File: config.mk
export PLATFORM = sky130hd
export DESIGN_NAME = ccls_top
export DESIGN_NICKNAME = d
export VERILOG_FILES = /design/src/ccls_line_policy.v /design/src/ccls_state_array.v /design/src/ccls_top.v
export VERILOG_INCLUDE_DIRS = /design/src /design/src/common
export SDC_FILE = /design/constraint.sdc
export NUM_CORES = 1
export LEC_CHECK = 0
export ABC_CLOCK_PERIOD_IN_PS = 9000
export BUFFER_PORTS_ARGS = -buffer_cell sky130_fd_sc_hd__buf_4
export CAP_MARGIN = 25
export CORE_MARGIN = 5
export CORE_UTILIZATION = 55
export CTS_BUF_LIST = sky130_fd_sc_hd__clkbuf_8 sky130_fd_sc_hd__clkbuf_16
export DETAILED_ROUTE_END_ITERATION = 7
export PLACE_DENSITY = 0.73
export SETUP_SLACK_MARGIN = 0.4
export SYNTH_ARGS = -nofsm -noshare
export SYNTH_HDL_FRONTEND = slang
export SYNTH_SLANG_ARGS = --single-unit
File: constraint.sdc
create_clock -name i_clk -period 9 [get_ports i_clk]
set_clock_uncertainty 0.2 [all_clocks]
set_input_delay 0 -clock i_clk [delete_from_list [all_inputs] [get_ports i_clk]]
set_output_delay 0 -clock i_clk [all_outputs]
set_load 0.05 [all_outputs]
File: src/common/ccls_map.vh
/*
  Constants of the coherent cache line state block: line state codes,
  state bit positions, local request codes, snoop kinds, controller states.
  Assumes it is included by its bare name from the design files.
*/
`ifndef CCLS_MAP_VH
`define CCLS_MAP_VH

// state code is {valid, unique, dirty}
`define CCLS_BIT_VALID           2
`define CCLS_BIT_UNIQUE          1
`define CCLS_BIT_DIRTY           0

`define CCLS_INVALID_STATE       3'h0
`define CCLS_SHARED_CLEAN_STATE  3'h4
`define CCLS_SHARED_DIRTY_STATE  3'h5
`define CCLS_UNIQUE_CLEAN_STATE  3'h6
`define CCLS_UNIQUE_DIRTY_STATE  3'h7

// local request codes
`define CCLS_OP_LOOKUP           3'h0
`define CCLS_OP_STORE            3'h1
`define CCLS_OP_FILL             3'h2
`define CCLS_OP_EVICT            3'h3
`define CCLS_OP_CLEAN            3'h4

// snoop kinds
`define CCLS_SNOOP_SHARE         1'h0
`define CCLS_SNOOP_INVALIDATE    1'h1

// controller states
`define CCLS_FSM_IDLE            2'h0
`define CCLS_FSM_NOTIFY          2'h1
`define CCLS_FSM_WRITEBACK       2'h2

`endif

File: src/ccls_line_policy.v
/*
  Combinational decode of one line state: presence, store permission,
  write-back duty and the state codes a line moves to.
  Assumes a state code from the state array; no clock.
*/
`default_nettype none
`include "ccls_map.vh"

module ccls_line_policy (
  input  wire [2:0] i_state,
  output wire       o_present,
  output wire       o_dirty,
  output wire       o_silent_store,
  output wire       o_owes_wb,
  output wire [2:0] o_store_state,
  output wire [2:0] o_shared_state,
  output wire [2:0] o_clean_state
);
  // unique and dirty mean nothing without valid
  assign o_present      = i_state[`CCLS_BIT_VALID];
  assign o_dirty        = o_present & i_state[`CCLS_BIT_DIRTY];
  assign o_silent_store = o_present & i_state[`CCLS_BIT_UNIQUE];
  assign o_owes_wb      = o_dirty;
  assign o_store_state  = `CCLS_UNIQUE_DIRTY_STATE;
  assign o_shared_state = o_dirty ? `CCLS_SHARED_DIRTY_STATE
                                  : `CCLS_SHARED_CLEAN_STATE;
  assign o_clean_state  = i_state[`CCLS_BIT_UNIQUE] ? `CCLS_UNIQUE_CLEAN_STATE
                                                    : `CCLS_SHARED_CLEAN_STATE;
endmodule

`default_nettype wire

File: src/ccls_state_array.v
/*
  Flip-flop store of one state code and one tag per line, with two
  combinational read ports and one write port.
  Assumes the caller issues at most one write per cycle.
*/
`default_nettype none
`include "ccls_map.vh"

module ccls_state_array #(
  parameter IDX_W = 4,
  parameter TAG_W = 22
) (
  input  wire             i_clk,
  input  wire             i_reset_n,
  input  wire [IDX_W-1:0] i_a_idx,
  output wire [2:0]       o_a_state,
  output wire [TAG_W-1:0] o_a_tag,
  input  wire [IDX_W-1:0] i_b_idx,
  output wire [2:0]       o_b_state,
  output wire [TAG_W-1:0] o_b_tag,
  input  wire             i_we,
  input  wire [IDX_W-1:0] i_w_idx,
  input  wire [2:0]       i_w_state,
  input  wire [TAG_W-1:0] i_w_tag
);
  localparam LINES = 1 << IDX_W;

  wire [3*LINES-1:0]     st_flat;
  wire [TAG_W*LINES-1:0] tg_flat;

  genvar g;
  generate
    for (g = 0; g < LINES; g = g + 1) begin : g_line
      localparam [IDX_W-1:0] ENTRY = g;
      reg [2:0]       st;
      reg [TAG_W-1:0] tg;
      always @(posedge i_clk) begin
        if (!i_reset_n) begin
          st <= `CCLS_INVALID_STATE;
          tg <= {TAG_W{1'b0}};
        end else if (i_we && (i_w_idx == ENTRY)) begin
          st <= i_w_state;
          tg <= i_w_tag;
        end
      end
      assign st_flat[3*g +: 3]         = st;
      assign tg_flat[TAG_W*g +: TAG_W] = tg;
    end
  endgenerate

  assign o_a_state = st_flat[3*i_a_idx +: 3];
  assign o_a_tag   = tg_flat[TAG_W*i_a_idx +: TAG_W];
  assign o_b_state = st_flat[3*i_b_idx +: 3];
  assign o_b_tag   = tg_flat[TAG_W*i_b_idx +: TAG_W];
endmodule

`default_nettype wire

File: src/ccls_top.v
/*
  Coherency state tracking for a direct-mapped set of cache lines: local
  lookup, store, fill, evict and clean requests, and snoops from peers.
  Assumes the interconnect and requester share i_clk and hold their
  valid or acknowledge levels until the matching done pulse.
*/
// Behaviour
// - each line holds one of five states
// - invalid line counts as a miss
// - unique only when no other copy
// - dirty line owes main memory update
// - store silently to unique clean line
// - store silently to unique dirty line
// - shared clean: notify first, no write-back
// - shared dirty: notify first, owes write-back
// - never unique in two caches
// - copies in several caches are shared
// - peer fill downgrades unique to shared
// - drop clean lines without telling anyone
// - only one cache holds line dirty
// - write back before last copy leaves
// - write back while copies remain allowed
// - single copy before a store completes
// - notify other caches before changing shared
// - line is aligned block of bytes
`default_nettype none
`include "ccls_map.vh"

module ccls_top #(
  parameter ADDR_W = 32,
  parameter OFF_W  = 6,
  parameter IDX_W  = 4
) (
  input  wire              i_clk,
  input  wire              i_reset_n,
  input  wire              i_req_valid,
  input  wire [2:0]        i_req_op,
  input  wire [ADDR_W-1:0] i_req_addr,
  input  wire              i_fill_unique,
  output reg               o_req_done,
  output reg               o_req_hit,
  output reg  [2:0]        o_req_state,
  output reg               o_req_granted,
  output reg  [ADDR_W-1:0] o_line_base,
  output reg               o_notify_valid,
  input  wire              i_notify_ack,
  output reg               o_wb_valid,
  input  wire              i_wb_ack,
  output reg  [ADDR_W-1:0] o_xact_addr,
  input  wire              i_snoop_valid,
  input  wire              i_snoop_kind,
  input  wire [ADDR_W-1:0] i_snoop_addr,
  output reg               o_snoop_done,
  output reg               o_snoop_hit,
  output reg               o_snoop_pass_dirty
);
  localparam TAG_W = ADDR_W - OFF_W - IDX_W;
  function [IDX_W-1:0] f_index(input [ADDR_W-1:0] addr);
    f_index = addr[OFF_W +: IDX_W];
  endfunction
  function [TAG_W-1:0] f_tag(input [ADDR_W-1:0] addr);
    f_tag = addr[ADDR_W-1 -: TAG_W];
  endfunction
  function [ADDR_W-1:0] f_base(input [TAG_W-1:0] tag, input [IDX_W-1:0] idx);
    f_base = {tag, idx, {OFF_W{1'b0}}};
  endfunction
  reg [1:0]       fsm;
  reg [2:0]       pend_op;
  reg [IDX_W-1:0] pend_idx;
  reg [TAG_W-1:0] pend_tag;
  reg             pend_unique;
  reg [1:0]        next_fsm;
  reg [2:0]        next_pend_op;
  reg [IDX_W-1:0]  next_pend_idx;
  reg [TAG_W-1:0]  next_pend_tag;
  reg              next_pend_unique;
  reg              next_req_done;
  reg              next_req_hit;
  reg [2:0]        next_req_state;
  reg              next_req_granted;
  reg [ADDR_W-1:0] next_line_base;
  reg              next_notify_valid;
  reg              next_wb_valid;
  reg [ADDR_W-1:0] next_xact_addr;
  reg              next_snoop_done;
  reg              next_snoop_hit;
  reg              next_snoop_pass_dirty;
  reg             w_en;
  reg [IDX_W-1:0] w_idx;
  reg [2:0]       w_state;
  reg [TAG_W-1:0] w_tag;
  wire             idle    = (fsm == `CCLS_FSM_IDLE);
  wire [TAG_W-1:0] req_tag = f_tag(i_req_addr);
  wire [IDX_W-1:0] a_idx   = idle ? f_index(i_req_addr) : pend_idx;
  wire [TAG_W-1:0] a_want  = idle ? req_tag : pend_tag;
  wire [IDX_W-1:0] b_idx   = f_index(i_snoop_addr);
  wire [TAG_W-1:0] b_want  = f_tag(i_snoop_addr);
  wire [2:0]       a_state;
  wire [TAG_W-1:0] a_tag;
  wire [2:0]       b_state;
  wire [TAG_W-1:0] b_tag;
  wire             a_present;
  wire             a_silent;
  wire             a_owes_wb;
  wire [2:0]       a_store_state;
  wire [2:0]       a_clean_state;
  wire             b_present;
  wire             b_dirty;
  wire [2:0]       b_shared_state;
  // snoops always win the single write port, so a peer is never stalled
  // behind a local write-back or notification
  wire take_snoop = i_snoop_valid & ~o_snoop_done;
  wire take_req   = i_req_valid & ~o_req_done & idle & ~take_snoop;
  wire take_ack   = (fsm == `CCLS_FSM_NOTIFY) & i_notify_ack & ~take_snoop;
  wire take_wb    = (fsm == `CCLS_FSM_WRITEBACK) & i_wb_ack & ~take_snoop;
  wire a_hit = a_present & (a_tag == a_want);
  wire b_hit = b_present & (b_tag == b_want);
  wire [2:0] fill_state = i_fill_unique ? `CCLS_UNIQUE_CLEAN_STATE
                                        : `CCLS_SHARED_CLEAN_STATE;
  wire [2:0] pend_fill_state = pend_unique ? `CCLS_UNIQUE_CLEAN_STATE
                                           : `CCLS_SHARED_CLEAN_STATE;
  ccls_state_array #(.IDX_W(IDX_W), .TAG_W(TAG_W)) u_array (
    .i_clk     (i_clk),
    .i_reset_n (i_reset_n),
    .i_a_idx   (a_idx),
    .o_a_state (a_state),
    .o_a_tag   (a_tag),
    .i_b_idx   (b_idx),
    .o_b_state (b_state),
    .o_b_tag   (b_tag),
    .i_we      (w_en),
    .i_w_idx   (w_idx),
    .i_w_state (w_state),
    .i_w_tag   (w_tag)
  );
  ccls_line_policy u_policy_a (
    .i_state        (a_state),
    .o_present      (a_present),
    .o_dirty        (),
    .o_silent_store (a_silent),
    .o_owes_wb      (a_owes_wb),
    .o_store_state  (a_store_state),
    .o_shared_state (),
    .o_clean_state  (a_clean_state)
  );
  ccls_line_policy u_policy_b (
    .i_state        (b_state),
    .o_present      (b_present),
    .o_dirty        (b_dirty),
    .o_silent_store (),
    .o_owes_wb      (),
    .o_store_state  (),
    .o_shared_state (b_shared_state),
    .o_clean_state  ()
  );
  always @* begin
    next_fsm              = fsm;
    next_pend_op          = pend_op;
    next_pend_idx         = pend_idx;
    next_pend_tag         = pend_tag;
    next_pend_unique      = pend_unique;
    next_req_done         = 1'b0;
    next_req_hit          = o_req_hit;
    next_req_state        = o_req_state;
    next_req_granted      = o_req_granted;
    next_line_base        = o_line_base;
    next_notify_valid     = o_notify_valid;
    next_wb_valid         = o_wb_valid;
    next_xact_addr        = o_xact_addr;
    next_snoop_done       = 1'b0;
    next_snoop_hit        = o_snoop_hit;
    next_snoop_pass_dirty = o_snoop_pass_dirty;
    w_en                  = 1'b0;
    w_idx                 = a_idx;
    w_state               = a_state;
    w_tag                 = a_tag;
    if (take_snoop) begin
      next_snoop_done       = 1'b1;
      next_snoop_hit        = b_hit;
      next_snoop_pass_dirty = 1'b0;
      if (b_hit) begin
        w_en  = 1'b1;
        w_idx = b_idx;
        w_tag = b_tag;
        if (i_snoop_kind == `CCLS_SNOOP_INVALIDATE) begin
          // dirty data leaves with the snoop so memory is never orphaned
          w_state               = `CCLS_INVALID_STATE;
          next_snoop_pass_dirty = b_dirty;
        end else begin
          w_state = b_shared_state;
        end
      end
    end else if (take_req) begin
      next_req_hit     = a_hit;
      next_req_state   = a_hit ? a_state : `CCLS_INVALID_STATE;
      next_req_granted = 1'b0;
      next_line_base   = f_base(req_tag, a_idx);
      next_xact_addr   = f_base(req_tag, a_idx);
      next_pend_op     = i_req_op;
      next_pend_idx    = a_idx;
      next_pend_tag    = req_tag;
      next_pend_unique = i_fill_unique;
      case (i_req_op)
        `CCLS_OP_STORE: begin
          if (a_hit && a_silent) begin
            w_en             = 1'b1;
            w_state          = a_store_state;
            next_req_state   = a_store_state;
            next_req_granted = 1'b1;
            next_req_done    = 1'b1;
          end else if (a_hit) begin
            next_fsm          = `CCLS_FSM_NOTIFY;
            next_notify_valid = 1'b1;
          end else begin
            next_req_done = 1'b1;
          end
        end
        `CCLS_OP_FILL: begin
          if (a_hit) begin
            next_req_done = 1'b1;
          end else if (a_owes_wb) begin
            // victim must reach memory before its slot is reused
            next_fsm       = `CCLS_FSM_WRITEBACK;
            next_wb_valid  = 1'b1;
            next_xact_addr = f_base(a_tag, a_idx);
          end else begin
            w_en           = 1'b1;
            w_tag          = req_tag;
            w_state        = fill_state;
            next_req_state = fill_state;
            next_req_done  = 1'b1;
          end
        end
        `CCLS_OP_EVICT: begin
          if (a_hit && a_owes_wb) begin
            next_fsm      = `CCLS_FSM_WRITEBACK;
            next_wb_valid = 1'b1;
          end else begin
            w_en           = a_hit;
            w_state        = `CCLS_INVALID_STATE;
            next_req_state = `CCLS_INVALID_STATE;
            next_req_done  = 1'b1;
          end
        end
        `CCLS_OP_CLEAN: begin
          if (a_hit && a_owes_wb) begin
            next_fsm      = `CCLS_FSM_WRITEBACK;
            next_wb_valid = 1'b1;
          end else begin
            next_req_done = 1'b1;
          end
        end
        default: begin
          next_req_done = 1'b1;
        end
      endcase
    end else if (take_ack) begin
      next_fsm          = `CCLS_FSM_IDLE;
      next_notify_valid = 1'b0;
      next_req_done     = 1'b1;
      next_req_hit      = a_hit;
      // a snoop may have taken the line while we waited: then no store
      if (a_hit) begin
        w_en             = 1'b1;
        w_state          = a_store_state;
        next_req_state   = a_store_state;
        next_req_granted = 1'b1;
      end else begin
        next_req_state   = `CCLS_INVALID_STATE;
        next_req_granted = 1'b0;
      end
    end else if (take_wb) begin
      next_fsm      = `CCLS_FSM_IDLE;
      next_wb_valid = 1'b0;
      next_req_done = 1'b1;
      case (pend_op)
        `CCLS_OP_FILL: begin
          w_en           = 1'b1;
          w_tag          = pend_tag;
          w_state        = pend_fill_state;
          next_req_state = pend_fill_state;
        end
        `CCLS_OP_EVICT: begin
          w_en           = a_hit;
          w_state        = `CCLS_INVALID_STATE;
          next_req_state = `CCLS_INVALID_STATE;
        end
        default: begin
          w_en           = a_hit;
          w_state        = a_clean_state;
          next_req_state = a_hit ? a_clean_state : `CCLS_INVALID_STATE;
        end
      endcase
    end
  end
  always @(posedge i_clk) begin
    if (!i_reset_n) begin
      fsm                <= `CCLS_FSM_IDLE;
      pend_op            <= `CCLS_OP_LOOKUP;
      pend_idx           <= {IDX_W{1'b0}};
      pend_tag           <= {TAG_W{1'b0}};
      pend_unique        <= 1'b0;
      o_req_done         <= 1'b0;
      o_req_hit          <= 1'b0;
      o_req_state        <= `CCLS_INVALID_STATE;
      o_req_granted      <= 1'b0;
      o_line_base        <= {ADDR_W{1'b0}};
      o_notify_valid     <= 1'b0;
      o_wb_valid         <= 1'b0;
      o_xact_addr        <= {ADDR_W{1'b0}};
      o_snoop_done       <= 1'b0;
      o_snoop_hit        <= 1'b0;
      o_snoop_pass_dirty <= 1'b0;
    end else begin
      fsm                <= next_fsm;
      pend_op            <= next_pend_op;
      pend_idx           <= next_pend_idx;
      pend_tag           <= next_pend_tag;
      pend_unique        <= next_pend_unique;
      o_req_done         <= next_req_done;
      o_req_hit          <= next_req_hit;
      o_req_state        <= next_req_state;
      o_req_granted      <= next_req_granted;
      o_line_base        <= next_line_base;
      o_notify_valid     <= next_notify_valid;
      o_wb_valid         <= next_wb_valid;
      o_xact_addr        <= next_xact_addr;
      o_snoop_done       <= next_snoop_done;
      o_snoop_hit        <= next_snoop_hit;
      o_snoop_pass_dirty <= next_snoop_pass_dirty;
    end
  end
endmodule

`default_nettype wire

==> impl_results.md <==
- Setup slack after layout: ~2.0 ns
- Async S/R FF share, synth: 0
- Worst setup EP type: flop
- Dpl ws: approximately 2.4 ns
- Final-report max-slew violation count: 0
- Die Y-Extent: ~230 um
- First-pass GRT wire length: approximately 160 mm
- Ys Warns: 0
- HPWL Detailed: between 70 and 80 mm
- FF+latch count, synth: between 400 and 500
- Layout cell share with drive strength beyond 1: 0.1761
- Total Power: approximately 5200 uW
- Required time worst endpoint: ~9.3 ns
- Via count: ~27k
- Detail Route Antenna Nets: 0
- # fillers: approximately 4.0k
- Initial antenna violation count: 2
- Clk sinks: roughly 470
- Worst Hold Class: input port to flop
- Total net switching power: 1553 uW
- Starting Density: 0.5521
- CP Data Arrival Time: 7.26 ns
- Clock Tree Buf Depth: 3
- Synthesized area: approximately 0.026 sq mm
- Mean post-synth cell area: approximately 8.5 sq um
- H-tree depth: 2
- Worst-margin pin slew: about 1.1 ns
- Post-CTS Setup Bufs: 0
- Finished Core Util: 0.6273
- DR WL/cell: between 20 and 30 um
- Via density: a little over 7
- IO Pins: 150
- Static leakage: around 0.011 uW
- Hold Fails Final Rpt: 0
- Startpoint Class: flop
- Vias in the first global route: between 20k and 30k
- Cell taking the most area after synthesis: dfxtp_1
- Inserted Clock Buffers: 50
- TritonCTS clock tree: yes
- Top cells by area, synth: dfxtp_1 (36%), o21ai_0 (7.8%), mux4_2 (7.3%)
- Sw Share: 0.3004
- Post-synth EDFFs: 0
- Cell Int Power: 3618 uW
- Total GRT Usage: 0.3873
- IO buf count: ~130
- Ys flop type: dfxtp_1
- Final wirelength: 106.8 mm
- Die Width: ~230 um
- Row Count: 80
- Period minus WS final: just under 7 ns
- TritonRoute pass-1 iters: 6
- FMAX: around 0.14 GHz
- Crit path max fanout: 44
- Final setup fails: 0
- Outcome: finished, final reports clean
- Worst rel slew slack: 0.2863
- Gate Count Post-Synth: 3099
- Worst-path clk slew: roughly 0.07 ns
- Area Growth Syn to Fin: 13.62%
- Netlist cell types: between 90 and 100
- Final nets: 3197
- Largest net degree at the start of global routing: 150
- Max-cap violations: 0
- Clock power share: 0.423
- Seq pwr share: 0.414
- Total Die Area: between 0.05 and 0.06 sq mm
- Final Cycle Share: 0.7733
- Core ar.: 0.04745 sq mm
- Crit Path Class: flop to flop
- Routability cong.: 0.9957
- Gr ovfl total: 0
- RSZ-0062 raised after global routing: false
- DR iter-0 viols: 4496
- Synth top area share: 0.3554
- Pwr dens: ~170 mW/mm^2
- Drc violations: 0
- Hold Slack: approximately 0.027 ns
- Combinational share of power: 0.164
- CTS root buf: clkbuf_16
- Maximum vdd drop: around 0.19 mV
- Register area share after synthesis: 0.3554
- Commonest non-fill, non-tap cell in the layout: dfxtp_1
- Most frequent cells in the layout: dfxtp_1 (465), o21ai_0 (401), a21oi_1 (379)
- Clk Latency, worst-skew pair: between 0.6 and 0.7 ns
- Setup TNS: 0 ns
- Post-CTS sizing: 0
-- state kept, by name (all words and copies together), names as in the netlist, 2 cells and up --
| signal | count |
|---|---|
| u_array.g_line.tg | 352 |
| u_array.g_line.st | 48 |
| o_xact_addr | 22 |
| pend_tag | 22 |
| o_req_state | 3 |
| pend_idx | 3 |
| pend_op | 3 |
| fsm | 2 |
-- final timing paths --
kind / startpoint / cells after the start / to / slack [ns]
worst max-delay path: fsm[0]$_SDFFE_PN0P_ / 13 / u_array.g_line[3].st[0]$_SDFFE_PN0P_ / 2.04
worst min-delay path: i_req_addr[28] / 4 / pend_tag[18]$_SDFFE_PN0P_ / 0.03
worst max register to register: fsm[0]$_SDFFE_PN0P_ / 13 / u_array.g_line[3].st[0]$_SDFFE_PN0P_ / 2.04
worst min register to register: pend_unique$_SDFFE_PN0P_ / 2 / pend_unique$_SDFFE_PN0P_ / 0.26
-- synthesized netlist by cell type, types with 8 or more instances --
master / count
a2111oi_0: 20
a211oi_1: 48
a21boi_2: 8
a21o_1: 13
a21oi_1: 381
a22o_1: 9
a22oi_1: 16
a31o_2: 9
a31oi_1: 16
and3_1: 14
buf_1: 29
buf_2: 93
buf_4: 31
clkbuf_1: 168
dfxtp_1: 465
inv_1: 16
mux2_1: 9
mux2_2: 63
mux2i_1: 177
mux4_2: 85
nand2_1: 227
nand2b_1: 15
nand3_1: 268
nand4_1: 8
nor2_1: 94
nor2b_1: 16
nor3_1: 33
o211ai_1: 13
o21a_1: 9
o21ai_0: 408
o21ai_1: 69
o221ai_1: 18
o22ai_1: 36
or3_1: 18
or4_1: 11
xnor2_1: 18
xor2_1: 18
-- power by group through the flow --
stage / logic, uW / clock network, uW / registers, uW
floorplan: 458 / 0 / 2220
global placement: 782 / 0 / 2180
detailed placement: 794 / 0 / 2180
CTS: 809 / 2190 / 2140
global route: 868 / 2280 / 2140
finish: 846 / 2190 / 2140
-- timing repair --
action,4_1_cts,5_1_grt
hold buffers,35,0
setup endpoints to repair,0,0
hold endpoints to repair,367,0
-- critical path: stages (launching register included) --
cell and delay [ns]:
dfxtp_1 0.31, buf_4 0.30, or3b_4 0.62, nand2_4 0.60, mux2_2 0.46, a2111oi_0 0.78, mux2i_1 0.42, xor2_1 0.28
nand3_1 0.22, nor4_4 0.64, nand2_1 0.55, o21ai_0 0.30, nand3_1 0.68, o21ai_0 0.43
-- area by class of cell --
cell class                 instances  area (sq um)  area share
tap                              615         769.5     0.02586
antenna                            1         2.502  0.00008408
inverter                          18         67.56    0.002270
multi-input combinational       2301         15550      0.5225
clock buffer                      58          1384     0.04650
clock inverter                    35         352.8     0.01186
timing repair buffer             286          2325     0.07811
sequential                       465          9309      0.3128
-- routing by layer --
| metal | track usage | vias to the layer above | share of wire | wire length, um |
|---|---|---|---|---|
| met5 | 0 | - | 0 | 0 |
| li1 | - | 11583 | - | - |
| met1 | 0.4946 | 12795 | 0.37 | 39210 |
| met4 | 0.2488 | 0 | 0.079 | 8419 |
| met2 | 0.5699 | 2082 | 0.42 | 44620 |
| met3 | 0.1194 | 537 | 0.14 | 14580 |
-- kinds of logic (layout without fill, tap and decap cells) --
family,Yosys count,count (layout),synth area share
and+or+nand+nor,747,747,0.1377
xor gates and xnor gates,36,36,0.01204
AOI/OAI and AO/OA,1172,1172,0.2634
muxes,334,334,0.1717
other,1,13,0.0001432
DFF,465,465,0.3554
buffers and inverters,344,397,0.05961
-- metrics by stage --
stage	std cells	cell area [sq um]
finish	3779	29760
global route	3778	29760
CTS	3777	29750
detailed placement	3649	27660
global placement	3646	27630
floorplan	3110	26240
Power figures use the tool's default switching activity.
